[src/stage_pkg.sv]
// constants, field layout and types of the undercurrent stage
package stage_pkg;
  localparam int CLK_PERIOD_NS = 100;
  localparam int MS_NS = 1000000;
  localparam int MS_CYCLES_DEF = MS_NS / CLK_PERIOD_NS;
  localparam int CYCLE_MS = 5;
  localparam int PRE_TRIG_MS = 20;
  localparam int PREFAULT_MS = 200;
  localparam int HIST_DEPTH = PREFAULT_MS / CYCLE_MS;
  localparam int PRE_IDX = PRE_TRIG_MS / CYCLE_MS - 1;
  localparam int PFLT_IDX = HIST_DEPTH - 1;
  localparam int REC_DEPTH = 12;
  localparam int HYST_NUM = 103;
  localparam int HYST_DEN = 100;
  localparam int CUR_WIDTH = 16;
  localparam int DLY_W = 21;
  localparam int CNT_WIDTH = 16;
  localparam int ADDR_W = 8;
  // byte offsets
  localparam logic [7:0] OFS_CTRL = 8'h00;
  localparam logic [7:0] OFS_EVSEL = 8'h04;
  localparam logic [7:0] OFS_ISET = 8'h08;
  localparam logic [7:0] OFS_NOLOAD = 8'h0C;
  localparam logic [7:0] OFS_DELAY = 8'h10;
  localparam logic [7:0] OFS_STATUS = 8'h14;
  localparam logic [7:0] OFS_EXPTIME = 8'h18;
  localparam logic [7:0] OFS_CNT_START = 8'h1C;
  localparam logic [7:0] OFS_CNT_TRIP = 8'h20;
  localparam logic [7:0] OFS_CNT_BLK = 8'h24;
  localparam logic [7:0] OFS_CNTCLR = 8'h28;
  localparam logic [7:0] OFS_CLOCK = 8'h2C;
  localparam logic [7:0] OFS_RECSEL = 8'h30;
  localparam logic [7:0] OFS_REC_TIME = 8'h34;
  localparam logic [7:0] OFS_REC_INFO = 8'h38;
  localparam logic [7:0] OFS_REC_PRE = 8'h3C;
  localparam logic [7:0] OFS_REC_FLT = 8'h40;
  localparam logic [7:0] OFS_REC_PFLT = 8'h44;
  localparam logic [7:0] OFS_REC_REM = 8'h48;
  // control fields
  localparam int CTRL_MODE_LSB = 0;
  localparam int CTRL_FORCE_EN = 3;
  localparam int CTRL_FORCE_LSB = 4;
  // reset values
  localparam logic [5:0] CTRL_RST = 6'h00;
  localparam logic [5:0] EVSEL_RST = 6'h3F;
  localparam logic [15:0] ISET_RST = 16'h0032;
  localparam logic [15:0] NOLOAD_RST = 16'h0014;
  localparam logic [20:0] DELAY_RST = 21'h0003E8;
  // event codes
  localparam logic [2:0] EV_START_ON = 3'h0;
  localparam logic [2:0] EV_TRIP_ON = 3'h2;
  localparam logic [2:0] EV_BLK_ON = 3'h4;
  typedef enum logic [2:0] {
    MODE_ON = 3'h0, MODE_BLOCKED = 3'h1, MODE_TEST = 3'h2, MODE_TEST_BLK = 3'h3, MODE_OFF = 3'h4
  } mode_t;
  typedef enum logic [1:0] {
    COND_NORMAL = 2'h0, COND_START = 2'h1, COND_TRIP = 2'h2, COND_BLOCKED = 2'h3
  } cond_t;
endpackage : stage_pkg

[src/count_if.sv]
// counter request and value bundle
interface count_if #(parameter int W = 16) ();
  logic inc;
  logic clr;
  logic [W-1:0] value;
  modport counter (input inc, input clr, output value);
  modport user (output inc, output clr, input value);
endinterface : count_if

[src/phase_compare.sv]
// per-phase pick-up and release comparison
module phase_compare import stage_pkg::*; #(
  parameter int CUR_W = CUR_WIDTH
) (
  // current and setting
  input wire logic [CUR_W-1:0] i_cur,
  input wire logic [CUR_W-1:0] i_set,
  // results
  output logic o_below,
  output logic o_released
);
  logic [CUR_W+6:0] cur_x;
  logic [CUR_W+6:0] rel_x;
  assign cur_x = (CUR_W+7)'(i_cur) * (CUR_W+7)'(HYST_DEN);
  assign rel_x = (CUR_W+7)'(i_set) * (CUR_W+7)'(HYST_NUM);
  assign o_below = i_cur < i_set;
  assign o_released = cur_x > rel_x;
endmodule : phase_compare

[src/event_counter.sv]
// cumulative event counter with clear
module event_counter #(
  parameter int W = 16
) (
  // clock and reset
  input wire logic i_clk,
  input wire logic i_rst_n,
  // request and value
  count_if.counter c
);
  logic [W-1:0] cnt_q;
  always_ff @(posedge i_clk) begin
    if (!i_rst_n) begin
      cnt_q <= '0;
    end else if (c.inc) begin
      cnt_q <= c.clr ? W'(1) : cnt_q + W'(1);
    end else if (c.clr) begin
      cnt_q <= '0;
    end
  end
  assign c.value = cnt_q;
endmodule : event_counter

[src/undercurrent_stage.sv]
// undercurrent stage status, timing, events, counters and fault records
//
// Implementation choices: the register offsets and the Avalon-MM slave port.
module undercurrent_stage import stage_pkg::*; #(
  parameter int MS_CYCLES = MS_CYCLES_DEF,
  parameter int CNT_W = CNT_WIDTH
) (
  // clock and reset
  input wire logic i_clk,
  input wire logic i_rst_n,
  // avalon-mm slave
  input wire logic [ADDR_W-1:0] i_address,
  input wire logic i_read,
  input wire logic i_write,
  input wire logic [31:0] i_writedata,
  input wire logic [3:0] i_byteenable,
  output logic [31:0] o_readdata,
  output logic o_waitrequest,
  // measurement, blocking and setting group
  input wire logic [CUR_WIDTH-1:0] i_cur_l1,
  input wire logic [CUR_WIDTH-1:0] i_cur_l2,
  input wire logic [CUR_WIDTH-1:0] i_cur_l3,
  input wire logic i_block,
  input wire logic [2:0] i_setting_group,
  // stage outputs
  output logic o_start,
  output logic o_trip,
  output logic o_blocked,
  // event buffer
  output logic o_evt_valid,
  output logic [2:0] o_evt_code,
  output logic [31:0] o_evt_time
);
  localparam int DIV_W = $clog2(MS_CYCLES + 1);

  // time base
  logic [DIV_W-1:0] ms_div_q;
  logic [2:0] cyc_q;
  logic [31:0] clock_q;
  logic ms_tick;
  logic prog_tick;
  logic eval_q;
  assign ms_tick = ms_div_q == DIV_W'(MS_CYCLES - 1);
  assign prog_tick = ms_tick && (cyc_q == 3'(CYCLE_MS - 1));
  always_ff @(posedge i_clk) begin
    if (!i_rst_n) begin
      ms_div_q <= '0;
      cyc_q <= '0;
      eval_q <= 1'b0;
    end else begin
      ms_div_q <= ms_tick ? '0 : ms_div_q + DIV_W'(1);
      cyc_q <= prog_tick ? '0 : (ms_tick ? cyc_q + 3'h1 : cyc_q);
      eval_q <= prog_tick;
    end
  end

  // bus handshake and write strobes
  logic [31:0] wmask;
  logic wr_en;
  logic [5:0] ctrl_q;
  logic [5:0] evsel_q;
  logic [15:0] iset_q;
  logic [15:0] noload_q;
  logic [DLY_W-1:0] delay_q;
  logic [3:0] recsel_q;
  assign wmask = {{8{i_byteenable[3]}}, {8{i_byteenable[2]}},
                  {8{i_byteenable[1]}}, {8{i_byteenable[0]}}};
  assign wr_en = i_write && !o_waitrequest;
  function automatic logic [31:0] merge(input logic [31:0] old, input logic [31:0] wd,
                                        input logic [31:0] m);
    merge = (old & ~m) | (wd & m);
  endfunction : merge
  wire hit_ctrl = i_address == OFS_CTRL;
  wire hit_evsel = i_address == OFS_EVSEL;
  wire hit_iset = i_address == OFS_ISET;
  wire hit_noload = i_address == OFS_NOLOAD;
  wire hit_delay = i_address == OFS_DELAY;
  wire hit_status = i_address == OFS_STATUS;
  wire hit_exptime = i_address == OFS_EXPTIME;
  wire hit_cs = i_address == OFS_CNT_START;
  wire hit_ct = i_address == OFS_CNT_TRIP;
  wire hit_cb = i_address == OFS_CNT_BLK;
  wire hit_cntclr = i_address == OFS_CNTCLR;
  wire hit_clock = i_address == OFS_CLOCK;
  wire hit_recsel = i_address == OFS_RECSEL;
  wire hit_rtime = i_address == OFS_REC_TIME;
  wire hit_rinfo = i_address == OFS_REC_INFO;
  wire hit_rpre = i_address == OFS_REC_PRE;
  wire hit_rflt = i_address == OFS_REC_FLT;
  wire hit_rpflt = i_address == OFS_REC_PFLT;
  wire hit_rrem = i_address == OFS_REC_REM;
  always_ff @(posedge i_clk) begin
    if (!i_rst_n) begin
      ctrl_q <= CTRL_RST;
      evsel_q <= EVSEL_RST;
      iset_q <= ISET_RST;
      noload_q <= NOLOAD_RST;
      delay_q <= DELAY_RST;
      recsel_q <= '0;
    end else if (wr_en) begin
      if (hit_ctrl) ctrl_q <= 6'(merge({26'h0, ctrl_q}, i_writedata, wmask));
      if (hit_evsel) evsel_q <= 6'(merge({26'h0, evsel_q}, i_writedata, wmask));
      if (hit_iset) iset_q <= 16'(merge({16'h0, iset_q}, i_writedata, wmask));
      if (hit_noload) noload_q <= 16'(merge({16'h0, noload_q}, i_writedata, wmask));
      if (hit_delay) delay_q <= DLY_W'(merge({11'h0, delay_q}, i_writedata, wmask));
      if (hit_recsel) recsel_q <= 4'(merge({28'h0, recsel_q}, i_writedata, wmask));
    end
  end
  always_ff @(posedge i_clk) begin
    if (!i_rst_n) begin
      clock_q <= '0;
    end else if (wr_en && hit_clock) begin
      clock_q <= merge(clock_q, i_writedata, wmask);
    end else if (ms_tick) begin
      clock_q <= clock_q + 32'h1;
    end
  end

  // mode and forcing settings
  logic [2:0] mode;
  logic force_en;
  logic [1:0] force_st;
  logic mode_off;
  logic blk_mode;
  logic io_en;
  assign mode = ctrl_q[CTRL_MODE_LSB +: 3];
  assign force_en = ctrl_q[CTRL_FORCE_EN];
  assign force_st = ctrl_q[CTRL_FORCE_LSB +: 2];
  assign mode_off = mode >= MODE_OFF;
  assign blk_mode = (mode == MODE_BLOCKED) || (mode == MODE_TEST_BLK);
  assign io_en = force_en || (mode == MODE_ON);

  // phase comparison
  logic [2:0] below;
  logic [2:0] rel;
  logic [CUR_WIDTH-1:0] cur [3];
  assign cur[0] = i_cur_l1;
  assign cur[1] = i_cur_l2;
  assign cur[2] = i_cur_l3;
  for (genvar g = 0; g < 3; g++) begin : g_ph
    phase_compare #(.CUR_W(CUR_WIDTH)) u_cmp (
      .i_cur(cur[g]),
      .i_set(iset_q),
      .o_below(below[g]),
      .o_released(rel[g])
    );
  end
  wire [CUR_WIDTH-1:0] min01 = (cur[0] < cur[1]) ? cur[0] : cur[1];
  wire [CUR_WIDTH-1:0] cur_min = (min01 < cur[2]) ? min01 : cur[2];
  wire [CUR_WIDTH-1:0] max01 = (cur[0] > cur[1]) ? cur[0] : cur[1];
  wire [CUR_WIDTH-1:0] cur_max = (max01 > cur[2]) ? max01 : cur[2];

  // program cycle sampling and history
  logic blk_q;
  logic lock_q;
  logic [2:0] below_q;
  logic [2:0] rel_q;
  logic [CUR_WIDTH-1:0] cur_min_q;
  logic [CUR_WIDTH-1:0] hist_q [HIST_DEPTH];
  always_ff @(posedge i_clk) begin
    if (!i_rst_n) begin
      blk_q <= 1'b0;
      lock_q <= 1'b1;
      below_q <= '0;
      rel_q <= '0;
      cur_min_q <= '0;
      for (int i = 0; i < HIST_DEPTH; i++) hist_q[i] <= '0;
    end else if (prog_tick) begin
      blk_q <= i_block;
      lock_q <= cur_max < noload_q;
      below_q <= below;
      rel_q <= rel;
      cur_min_q <= cur_min;
      hist_q[0] <= cur_min_q;
      for (int i = 1; i < HIST_DEPTH; i++) hist_q[i] <= hist_q[i-1];
    end
  end

  // pick-up hysteresis and definite delay state machine
  logic pick_q;
  logic pick_d;
  logic blk_eff;
  cond_t state_q;
  cond_t state_d;
  logic [DLY_W-1:0] elapsed_q;
  logic [CUR_WIDTH-1:0] prefault_q;
  assign blk_eff = blk_q || blk_mode;
  assign pick_d = lock_q ? 1'b0 : (|below_q ? 1'b1 : (&rel_q ? 1'b0 : pick_q));
  always_comb begin
    state_d = state_q;
    case (state_q)
      COND_NORMAL: begin
        if (pick_d && blk_eff) state_d = COND_BLOCKED;
        else if (pick_d) state_d = COND_START;
      end
      COND_START: begin
        if (!pick_d) state_d = COND_NORMAL;
        else if (blk_eff) state_d = COND_BLOCKED;
        else if (elapsed_q >= delay_q) state_d = COND_TRIP;
      end
      COND_TRIP: begin
        if (!pick_d) state_d = COND_NORMAL;
        else if (blk_eff) state_d = COND_BLOCKED;
      end
      COND_BLOCKED: begin
        if (!pick_d) state_d = COND_NORMAL;
        else if (!blk_eff) state_d = COND_START;
      end
      default: state_d = COND_NORMAL;
    endcase
    if (mode_off) state_d = COND_NORMAL;
  end
  always_ff @(posedge i_clk) begin
    if (!i_rst_n) begin
      state_q <= COND_NORMAL;
      pick_q <= 1'b0;
      elapsed_q <= '0;
      prefault_q <= '0;
    end else begin
      if (eval_q) begin
        state_q <= state_d;
        pick_q <= pick_d;
        if (state_q == COND_NORMAL && pick_d) prefault_q <= hist_q[PFLT_IDX];
      end
      if (eval_q && state_d == COND_START && state_q != COND_START) begin
        elapsed_q <= '0;
      end else if (ms_tick && state_q == COND_START && elapsed_q != '1) begin
        elapsed_q <= elapsed_q + DLY_W'(1);
      end
    end
  end
  wire [DLY_W-1:0] remaining = (state_q == COND_START) ? delay_q - elapsed_q : '0;
  wire [DLY_W-1:0] exp_time = (state_q == COND_START) ? remaining : delay_q;

  // effective condition, forcing and event generation
  logic [1:0] cond;
  logic [2:0] flags;
  logic [2:0] flags_prev_q;
  logic [5:0] pend_q;
  logic [5:0] new_ev;
  logic [5:0] serve;
  logic [2:0] emit_idx;
  logic emit_any;
  assign cond = force_en ? force_st : state_q;
  assign flags = {cond == COND_BLOCKED, cond == COND_TRIP,
                  (cond == COND_START) || (cond == COND_TRIP)};
  for (genvar g = 0; g < 3; g++) begin : g_ev
    assign new_ev[2*g] = flags[g] && !flags_prev_q[g];
    assign new_ev[2*g+1] = !flags[g] && flags_prev_q[g];
  end
  always_comb begin
    emit_idx = '0;
    emit_any = 1'b0;
    for (int i = 5; i >= 0; i--) begin
      if (pend_q[i]) begin
        emit_idx = 3'(i);
        emit_any = 1'b1;
      end
    end
  end
  assign serve = emit_any ? (6'h01 << emit_idx) : 6'h00;
  always_ff @(posedge i_clk) begin
    if (!i_rst_n) begin
      flags_prev_q <= '0;
      pend_q <= '0;
      o_evt_valid <= 1'b0;
      o_evt_code <= '0;
      o_evt_time <= '0;
      o_start <= 1'b0;
      o_trip <= 1'b0;
      o_blocked <= 1'b0;
    end else begin
      flags_prev_q <= flags;
      pend_q <= (pend_q & ~serve) | new_ev;
      o_evt_valid <= emit_any && evsel_q[emit_idx];
      o_evt_code <= emit_idx;
      o_evt_time <= clock_q;
      o_start <= flags[0] && io_en;
      o_trip <= flags[1] && io_en;
      o_blocked <= flags[2] && io_en;
    end
  end

  // cumulative counters
  logic [2:0] cnt_clr;
  logic [CNT_W-1:0] cnt_val [3];
  assign cnt_clr = (wr_en && hit_cntclr) ? (i_writedata[2:0] & {3{i_byteenable[0]}}) : 3'h0;
  for (genvar g = 0; g < 3; g++) begin : g_cnt
    count_if #(.W(CNT_W)) cif ();
    assign cif.inc = emit_any && !emit_idx[0] && (emit_idx[2:1] == 2'(g));
    assign cif.clr = cnt_clr[g];
    assign cnt_val[g] = cif.value;
    event_counter #(.W(CNT_W)) u_cnt (
      .i_clk(i_clk),
      .i_rst_n(i_rst_n),
      .c(cif.counter)
    );
  end

  // fault record store
  logic [3:0] rec_wp_q;
  logic [3:0] rec_cnt_q;
  logic [31:0] rec_time [REC_DEPTH];
  logic [10:0] rec_info [REC_DEPTH];
  logic [CUR_WIDTH-1:0] rec_pre [REC_DEPTH];
  logic [CUR_WIDTH-1:0] rec_flt [REC_DEPTH];
  logic [CUR_WIDTH-1:0] rec_pflt [REC_DEPTH];
  logic [DLY_W-1:0] rec_rem [REC_DEPTH];
  wire rec_wr = emit_any && !emit_idx[0];
  wire [4:0] rd_raw = {1'b0, rec_wp_q} + 5'(REC_DEPTH - 1) - {1'b0, recsel_q};
  wire [3:0] rd_ix = (rd_raw >= 5'(REC_DEPTH)) ? 4'(rd_raw - 5'(REC_DEPTH)) : rd_raw[3:0];
  always_ff @(posedge i_clk) begin
    if (!i_rst_n) begin
      rec_wp_q <= '0;
      rec_cnt_q <= '0;
    end else if (rec_wr) begin
      rec_wp_q <= (rec_wp_q == 4'(REC_DEPTH - 1)) ? 4'h0 : rec_wp_q + 4'h1;
      if (rec_cnt_q != 4'(REC_DEPTH)) rec_cnt_q <= rec_cnt_q + 4'h1;
    end
  end
  always_ff @(posedge i_clk) begin
    if (rec_wr) begin
      rec_time[rec_wp_q] <= clock_q;
      rec_info[rec_wp_q] <= {i_setting_group, 1'b0, below_q, 2'b00, emit_idx[2:1]};
      rec_pre[rec_wp_q] <= hist_q[PRE_IDX];
      rec_flt[rec_wp_q] <= cur_min_q;
      rec_pflt[rec_wp_q] <= prefault_q;
      rec_rem[rec_wp_q] <= remaining;
    end
  end
  wire rec_ok = recsel_q < rec_cnt_q;

  // read mux and answer
  wire [31:0] status_word = {24'h0, blk_q, lock_q, pick_q, mode, cond};
  wire [31:0] rd_mux =
      ({32{hit_ctrl}} & {26'h0, ctrl_q}) |
      ({32{hit_evsel}} & {26'h0, evsel_q}) |
      ({32{hit_iset}} & {16'h0, iset_q}) |
      ({32{hit_noload}} & {16'h0, noload_q}) |
      ({32{hit_delay}} & {11'h0, delay_q}) |
      ({32{hit_status}} & status_word) |
      ({32{hit_exptime}} & {11'h0, exp_time}) |
      ({32{hit_cs}} & {16'h0, cnt_val[0]}) |
      ({32{hit_ct}} & {16'h0, cnt_val[1]}) |
      ({32{hit_cb}} & {16'h0, cnt_val[2]}) |
      ({32{hit_clock}} & clock_q) |
      ({32{hit_recsel}} & {20'h0, rec_cnt_q, 4'h0, recsel_q}) |
      ({32{hit_rtime && rec_ok}} & rec_time[rd_ix]) |
      ({32{hit_rinfo && rec_ok}} & {21'h0, rec_info[rd_ix]}) |
      ({32{hit_rpre && rec_ok}} & {16'h0, rec_pre[rd_ix]}) |
      ({32{hit_rflt && rec_ok}} & {16'h0, rec_flt[rd_ix]}) |
      ({32{hit_rpflt && rec_ok}} & {16'h0, rec_pflt[rd_ix]}) |
      ({32{hit_rrem && rec_ok}} & {11'h0, rec_rem[rd_ix]});
  always_ff @(posedge i_clk) begin
    if (!i_rst_n) begin
      o_waitrequest <= 1'b1;
      o_readdata <= '0;
    end else begin
      o_waitrequest <= !((i_read || i_write) && o_waitrequest);
      if (i_read && o_waitrequest) o_readdata <= rd_mux;
    end
  end
endmodule : undercurrent_stage

[config.mk]
export PLATFORM = sky130hd
export DESIGN_NAME = undercurrent_stage
export DESIGN_NICKNAME = d
export VERILOG_FILES = /design/src/stage_pkg.sv /design/src/count_if.sv /design/src/phase_compare.sv /design/src/event_counter.sv /design/src/undercurrent_stage.sv
export SDC_FILE = /design/constraint.sdc
export NUM_CORES = 2
export LEC_CHECK = 0
export BUFFER_PORTS_ARGS = -buffer_cell sky130_fd_sc_hd__buf_2
export CAP_MARGIN = 20
export CORE_MARGIN = 1
export CORE_UTILIZATION = 55
export CTS_CLUSTER_DIAMETER = 40
export CTS_CLUSTER_SIZE = 8
export DETAILED_ROUTE_END_ITERATION = 16
export HOLD_SLACK_MARGIN = 0.1
export PLACE_DENSITY_LB_ADDON = 0.3
export SLEW_MARGIN = 30
export SYNTH_ARGS = -nofsm -noshare
export SYNTH_HDL_FRONTEND = slang
export SYNTH_SLANG_ARGS = --single-unit
[constraint.sdc]
create_clock -name i_clk -period 15.9 [get_ports i_clk]
set_input_delay 0.795 -clock i_clk [delete_from_list [all_inputs] [get_ports i_clk]]
set_output_delay 0.795 -clock i_clk [all_outputs]
set_load 0.03 [all_outputs]
After elaboration in Yosys (flattened, before gate mapping)

Memories as Yosys holds them, arrays and structs flattened. A register that Yosys moved wholly into a read port is not among the register bits.
Cells that the tools add are included.

$add $sub $neg: 13
Multiply operators: 4
Magnitude comparators: 16
Equal/unequal tests: 35
Shift operators: 1
Mux-type cells: 96
Bitwise gates (word level): 96
Reductions and logical operators: 68

Operators with widths:

| kind                    | number |
|---|---|
| $mux W16                | 53 |
| $or A32 B32 Y32         | 18 |
| $and A32 B16 Y32        | 8 |
| $and A32 B32 Y32        | 4 |
| $and A32 B21 Y32        | 3 |
| $lt A16 B16 Y1          | 6 |
| $gt A23 B23 Y1          | 3 |
| $and A32 B6 Y32         | 2 |
| $eq A8 B6 Y1 const B    | 8 |
| $mux W32                | 2 |
| $mul A16 B5 Y21 const B | 3 |
| $add A16 B1 Y16 const B | 3 |
| $mux W21                | 2 |
| $or A1 B1 Y1            | 40 |
| $add A32 B1 Y32 const B | 1 |
| $and A16 B16 Y16        | 2 |
| $and A32 B11 Y32        | 1 |
| $and A32 B12 Y32        | 1 |
| $and A32 B8 Y32         | 1 |
| $eq A8 B5 Y1 const B    | 4 |
| $gt A16 B16 Y1          | 2 |
| $logic_and A1 B1 Y1     | 32 |
| $not A32 Y32            | 1 |
| $or A16 B16 Y16         | 2 |
| 54 further kinds        | 127 |

Register bits after elaboration: 304
Memory bits (writable): 1,948
Input port bits: 100
Output and inout port bits: 72
Word-level logic and storage cells: 369
Memories: 7

Memory list:

| memory      | depth | bits a word | rd ports | clocked after memory_dff | wr ports | line                      | source |
|---|---|---|---|---|---|---|---|
| hist_q      | 40    | 16          | 40       | 1                        | 40       | undercurrent_stage.sv:159 | `logic [CUR_WIDTH-1:0] hist_q [HIST_DEPTH];` |
| rec_time    | 12    | 32          | 1        | 0                        | 1        | undercurrent_stage.sv:303 | `logic [31:0] rec_time [REC_DEPTH];` |
| rec_rem     | 12    | 21          | 1        | 0                        | 1        | undercurrent_stage.sv:308 | `logic [DLY_W-1:0] rec_rem [REC_DEPTH];` |
| rec_flt     | 12    | 16          | 1        | 0                        | 1        | undercurrent_stage.sv:306 | `logic [CUR_WIDTH-1:0] rec_flt [REC_DEPTH];` |
| rec_pflt    | 12    | 16          | 1        | 0                        | 1        | undercurrent_stage.sv:307 | `logic [CUR_WIDTH-1:0] rec_pflt [REC_DEPTH];` |
| rec_pre     | 12    | 16          | 1        | 0                        | 1        | undercurrent_stage.sv:305 | `logic [CUR_WIDTH-1:0] rec_pre [REC_DEPTH];` |
| +1 memories | -     | -           | -        | -                        | -        | -                         |  |

Depth between registers and ports, before layout

Depth in word-level cells: 19
Gate-level depth with buffers: 30
Depth with buffers taken out: 28

By module

A second synthesis with hierarchy kept.

Cells, all modules: 7,334
Area, all modules: 105,466.2 um^2

By module, submodules not included:

| module                         | instances | cells an instance | area an instance (um^2) |
|---|---|---|---|
| undercurrent_stage             | 1         | 5,293             | 88,448.6 |
| phase_compare at g_ph[1].u_cmp | 1         | 595               | 4,951.0 |
| phase_compare at g_ph[2].u_cmp | 1         | 595               | 4,943.5 |
| phase_compare at g_ph[0].u_cmp | 1         | 596               | 4,908.5 |
| event_counter                  | 3         | 85                | 738.2 |

Worst setup path before layout

Ideal clock, no wire load.

Path type: reg2reg
From: register ms_div_q[0]
To: register lock_q
Arrival: 15.210 ns
Data required time: 15.826 ns
Setup slack: 0.616 ns
Stages on the path, launching flop included: 10
Path buffers: 0
Period minus slack after synthesis: 15.284 ns
Path through: dfxtp_1 > ha_1 > and3_1 > nand4_1 > nor2_1 > nor2_1 > inv_1 > o221ai_1 > a211o_1 > a31oi_1

Word-level cells in the longest chain between the ends: 2

Ends and longest elaborated chain:

| what                     | line                      | source |
|---|---|---|
| start: declaration       | undercurrent_stage.sv:37  | `logic [DIV_W-1:0] ms_div_q;` |
| start signal: assignment | undercurrent_stage.sv:51  | `ms_div_q <= ms_tick ? '0 : ms_div_q + DIV_W'(1);` |
| $eq A14 B14 Y1           | undercurrent_stage.sv:43  | `assign ms_tick = ms_div_q == DIV_W'(MS_CYCLES - 1);` |
| $logic_and A1 B1 Y1      | undercurrent_stage.sv:44  | `assign prog_tick = ms_tick && (cyc_q == 3'(CYCLE_MS - 1));` |
| end signal: assignment   | undercurrent_stage.sv:170 | `lock_q <= cur_max < noload_q;` |
| end: declaration         | undercurrent_stage.sv:155 | `logic lock_q;` |

No other way between the ends.
A chain may end at the register's enable or synchronous reset.

==> impl_metrics.yaml <==
floorplan:
  coreArea_mm2: 0.179
  die_w_um: 427
  die-height_um: 427
  io_pins: 172
  die-area_mm2: 0.182
  start_util_pct: 55.5
  rows: 155
sta:
  clock.fmax_mhz: 149
  setup_violations: 0
  slew_violations: 0
  rsz0062_at_grt: "false"
  max-slew-margin-rel_pct: 30.4
  period_share_pct: 42.3
  tightest_slew_ps: 1040
  skew_ps: 88.5
  fin_ws_ps: 9170
  fin_crit_ps: 6730
  hold_viol: 0
  holdWs_ps: 159
  setup_tns_ps: 0
placement:
  portBuffers: 171
  dpl_worst_slack_ps: 8660
  gp_congestion: 0.944
  dp_hpwl_mm: 152
power:
  power_leakage_nw: 43.8
  seqPwrFrac_pct: 45.3
  power_mw: 14.4
  pwr-share-comb_pct: 6.0
  ir_drop_v: 0.000117
  swShare_pct: 21.6
  power.density_mw_per_mm2: 127
  p_int_mw: 11.3
  switchingPower_mw: 3.12
  power.share.clock_pct: 48.7
critical_path:
  crit_fanout: 9
  crit_path_start_kind: "flop"
  cp_top_family: "adder cells"
  cp.required_ps: 16630
  path_common_cell: "inv_1"
  crit_chain: "ha_1 > inv_1 > fa_1 > inv_1 > fa_1 > inv_1 > fa_1 > inv_1 > ha_1 > o21a_1 > nor2_1 > a21oi_1 > o221ai_1 > o21ai_0 > and4_1 > a2111oi_0 > xor2_1 > ha_1 > a21o_1 > a21o_1 > a21oi_1 > o211ai_1 > a21oi_1 > o31ai_1"
  arrival_ps: 7460
  cp_slowest_cell: "a2111oi_0"
  cp_slowest_stage_delay_ps: 670
  cp-end-kind: "flop"
  worst-path-buf-inv: 4
  critical_path_class: "flop to flop"
clocking:
  cts_buffer_depth: 4
  cts.reportedPaths.clkPinSlew_ps: 50
  htreeDepth: 5
  cts_root_buf: "clkbuf_16"
  post-cts-setup-buffer-count: 0
  clkLatencyLatePin_ps: 950
  numCtsBuffers: 363
  cts_tree: "done"
  cts_num_sinks: 2268
yosys:
  ys_ff_latch: 2268
  synth_most_common_cell: "edfxtp_1"
  syn_inst: 6735
  synthDominantCellAreaShare_pct: 58.9
  synth_common_cells: "edfxtp_1, and3_1, ha_1"
  synth_ff_type: "edfxtp_1"
  syn-num-nets: 7338
  ys_seq_area_share_pct: 65.4
  synth.distinct_cells: 77
  synth_area_leader_cell: "edfxtp_1"
  netlist_area_mm2: 0.0993
  synth_area_leaders: "edfxtp_1, mux4_2, dfxtp_1"
  synth_edf_count: 1948
  synthArstFlopShare_pct: 0
  syn_avg_cell_area_um2: 14.7
  ys_warn_count: 0
finish:
  fin_nets: 7626
  drive_gt1_share_pct: 15.2
  multi_input_comb_area_mm2: 0.0320
  regArea_mm2: 0.0649
  fillers: 12500
  area_growth_pct: 14.5
  post-route-util_pct: 63.6
grt:
  grt_max_degree: 289
  grt_antenna_before_repair: 10
  overflow: 0
  grt_pass1_wl_mm: 381
  grt_pass1_vias: 60400
  grtUsageTotal_pct: 28.1
drt:
  drc: 0
  drt-initial-drc-count: 6657
  via_per_inst: 6.32
  antenna_left: 0
  wl_per_cell_um: 26.7
  vias: 60600
  wl_mm: 256
  drt-pass1-iter-count: 8
hold_path:
  hp-class: "primary input to flop"
job:
  max_cap_violations: 0
run_status:
  status: "finished clean"
[metal layers]
layer	wire length (um)	vias to the layer above	global-route usage, %	share of wire (%)
met5	22	-	0	0.0086
met4	12100	4	12.6	4.7
met3	22200	621	5.24	8.7
met2	121000	2982	44.4	47
met1	101000	30600	38.2	39
li1	-	26400	-	-
[worst reg2reg max path, stage by stage, from the launching register on]
cell,delay [ps]
dfxtp_1,620
ha_1,330
inv_1,90
fa_1,540
inv_1,50
fa_1,500
inv_1,50
fa_1,500
inv_1,40
ha_1,320
o21a_1,200
nor2_1,130
a21oi_1,100
o221ai_1,320
o21ai_0,200
and4_1,240
a2111oi_0,670
xor2_1,400
ha_1,320
a21o_1,180
a21o_1,160
a21oi_1,250
o211ai_1,130
a21oi_1,140
o31ai_1,80
[sequential cells by signal, summed over array words and instances, names as in the netlist, 2 cells and up, named ones only]
register and cells:
hist_q 640, rec_time 384, rec_rem 252, rec_flt 192, rec_pflt 192, rec_pre 192
rec_info 96, g_cnt.u_cnt.c.value 48, o_evt_time 32, o_readdata 32, elapsed_q 21, cur_min_q 16
prefault_q 16, ms_div_q 14, pend_q 6, rec_cnt_q 4, rec_wp_q 4, below_q 3
cyc_q 3, flags_prev_q 3, o_evt_code 3, rel_q 3, state_q 2
[kinds of logic after synthesis]
logic type	after synthesis	synth area share (%)
AOI/OAI and AO/OA	965	6.36
xor gates and xnor gates	163	1.44
adders and majority gates	503	6.87
buffers and inverters	700	2.73
DFF	2268	65.4
muxes	379	7.95
and+or+nand+nor	1757	9.30
[final timing paths]
path               endpoint  slack (ps)       startpoint  cells after the start
hold reg to reg   pend_q[0]         420  flags_prev_q[0]                      1
setup / recovery   rel_q[2]        9170             flop                     24
setup reg to reg   rel_q[2]        9170             flop                     24
hold / removal        blk_q         160          i_block                      2
[per-stage QoR]
stage	cells	cell area [um^2]
2_1_floorplan	6735	99300
3_3_place_gp	9001	103000
3_5_place_dp	9003	103000
4_1_cts	9584	114000
5_1_grt	9589	114000
6_report	9592	114000
[power by group through the flow]
stage	clock network [mW]	logic [mW]	registers (mW)
final	7.03	0.872	6.54
after global routing	7.37	0.968	6.55
after CTS	7.11	0.866	6.54
after detailed placement	0	0.859	6.65
after global placement	0	0.842	6.65
after floorplan	0	0.584	6.69
[layout by cell type (no fill, tap or decap), drive strengths merged, types with 26 or more instances in the layout]
master	count
nand4	72
dfxtp	320
a221oi	40
inv	351
a22oi	147
xnor2	91
nand2	352
a21o	79
o211ai	32
nand2b	26
and2	157
buf	271
mux2i	44
a211oi	33
ha	432
o21ai	165
a21oi	282
edfxtp	1948
and3	584
nor2	268
clkbuf	518
xor2	72
nand3	160
o21a	27
fa	71
mux4	327
clkinv	36
a31oi	31
nor3	54
[layout make-up]
type	count	share of cell area, %
Clock buffer	518	8.72
Tap cell	2355	2.59
Multi-Input combinational cell	3767	28.1
Timing Repair Buffer	276	1.66
Sequential cell	2268	57.1
Antenna cell	3	0.00660
Clock inverter	58	0.644
Inverter	347	1.15
[repair_timing]
item,in CTS,in global routing
hold buffers,5,0
hold endpoints to repair,4,0
endpoints found under the setup margin,0,0
resized for setup,0,0
No activity file was read; power rests on OpenSTA's default activity.
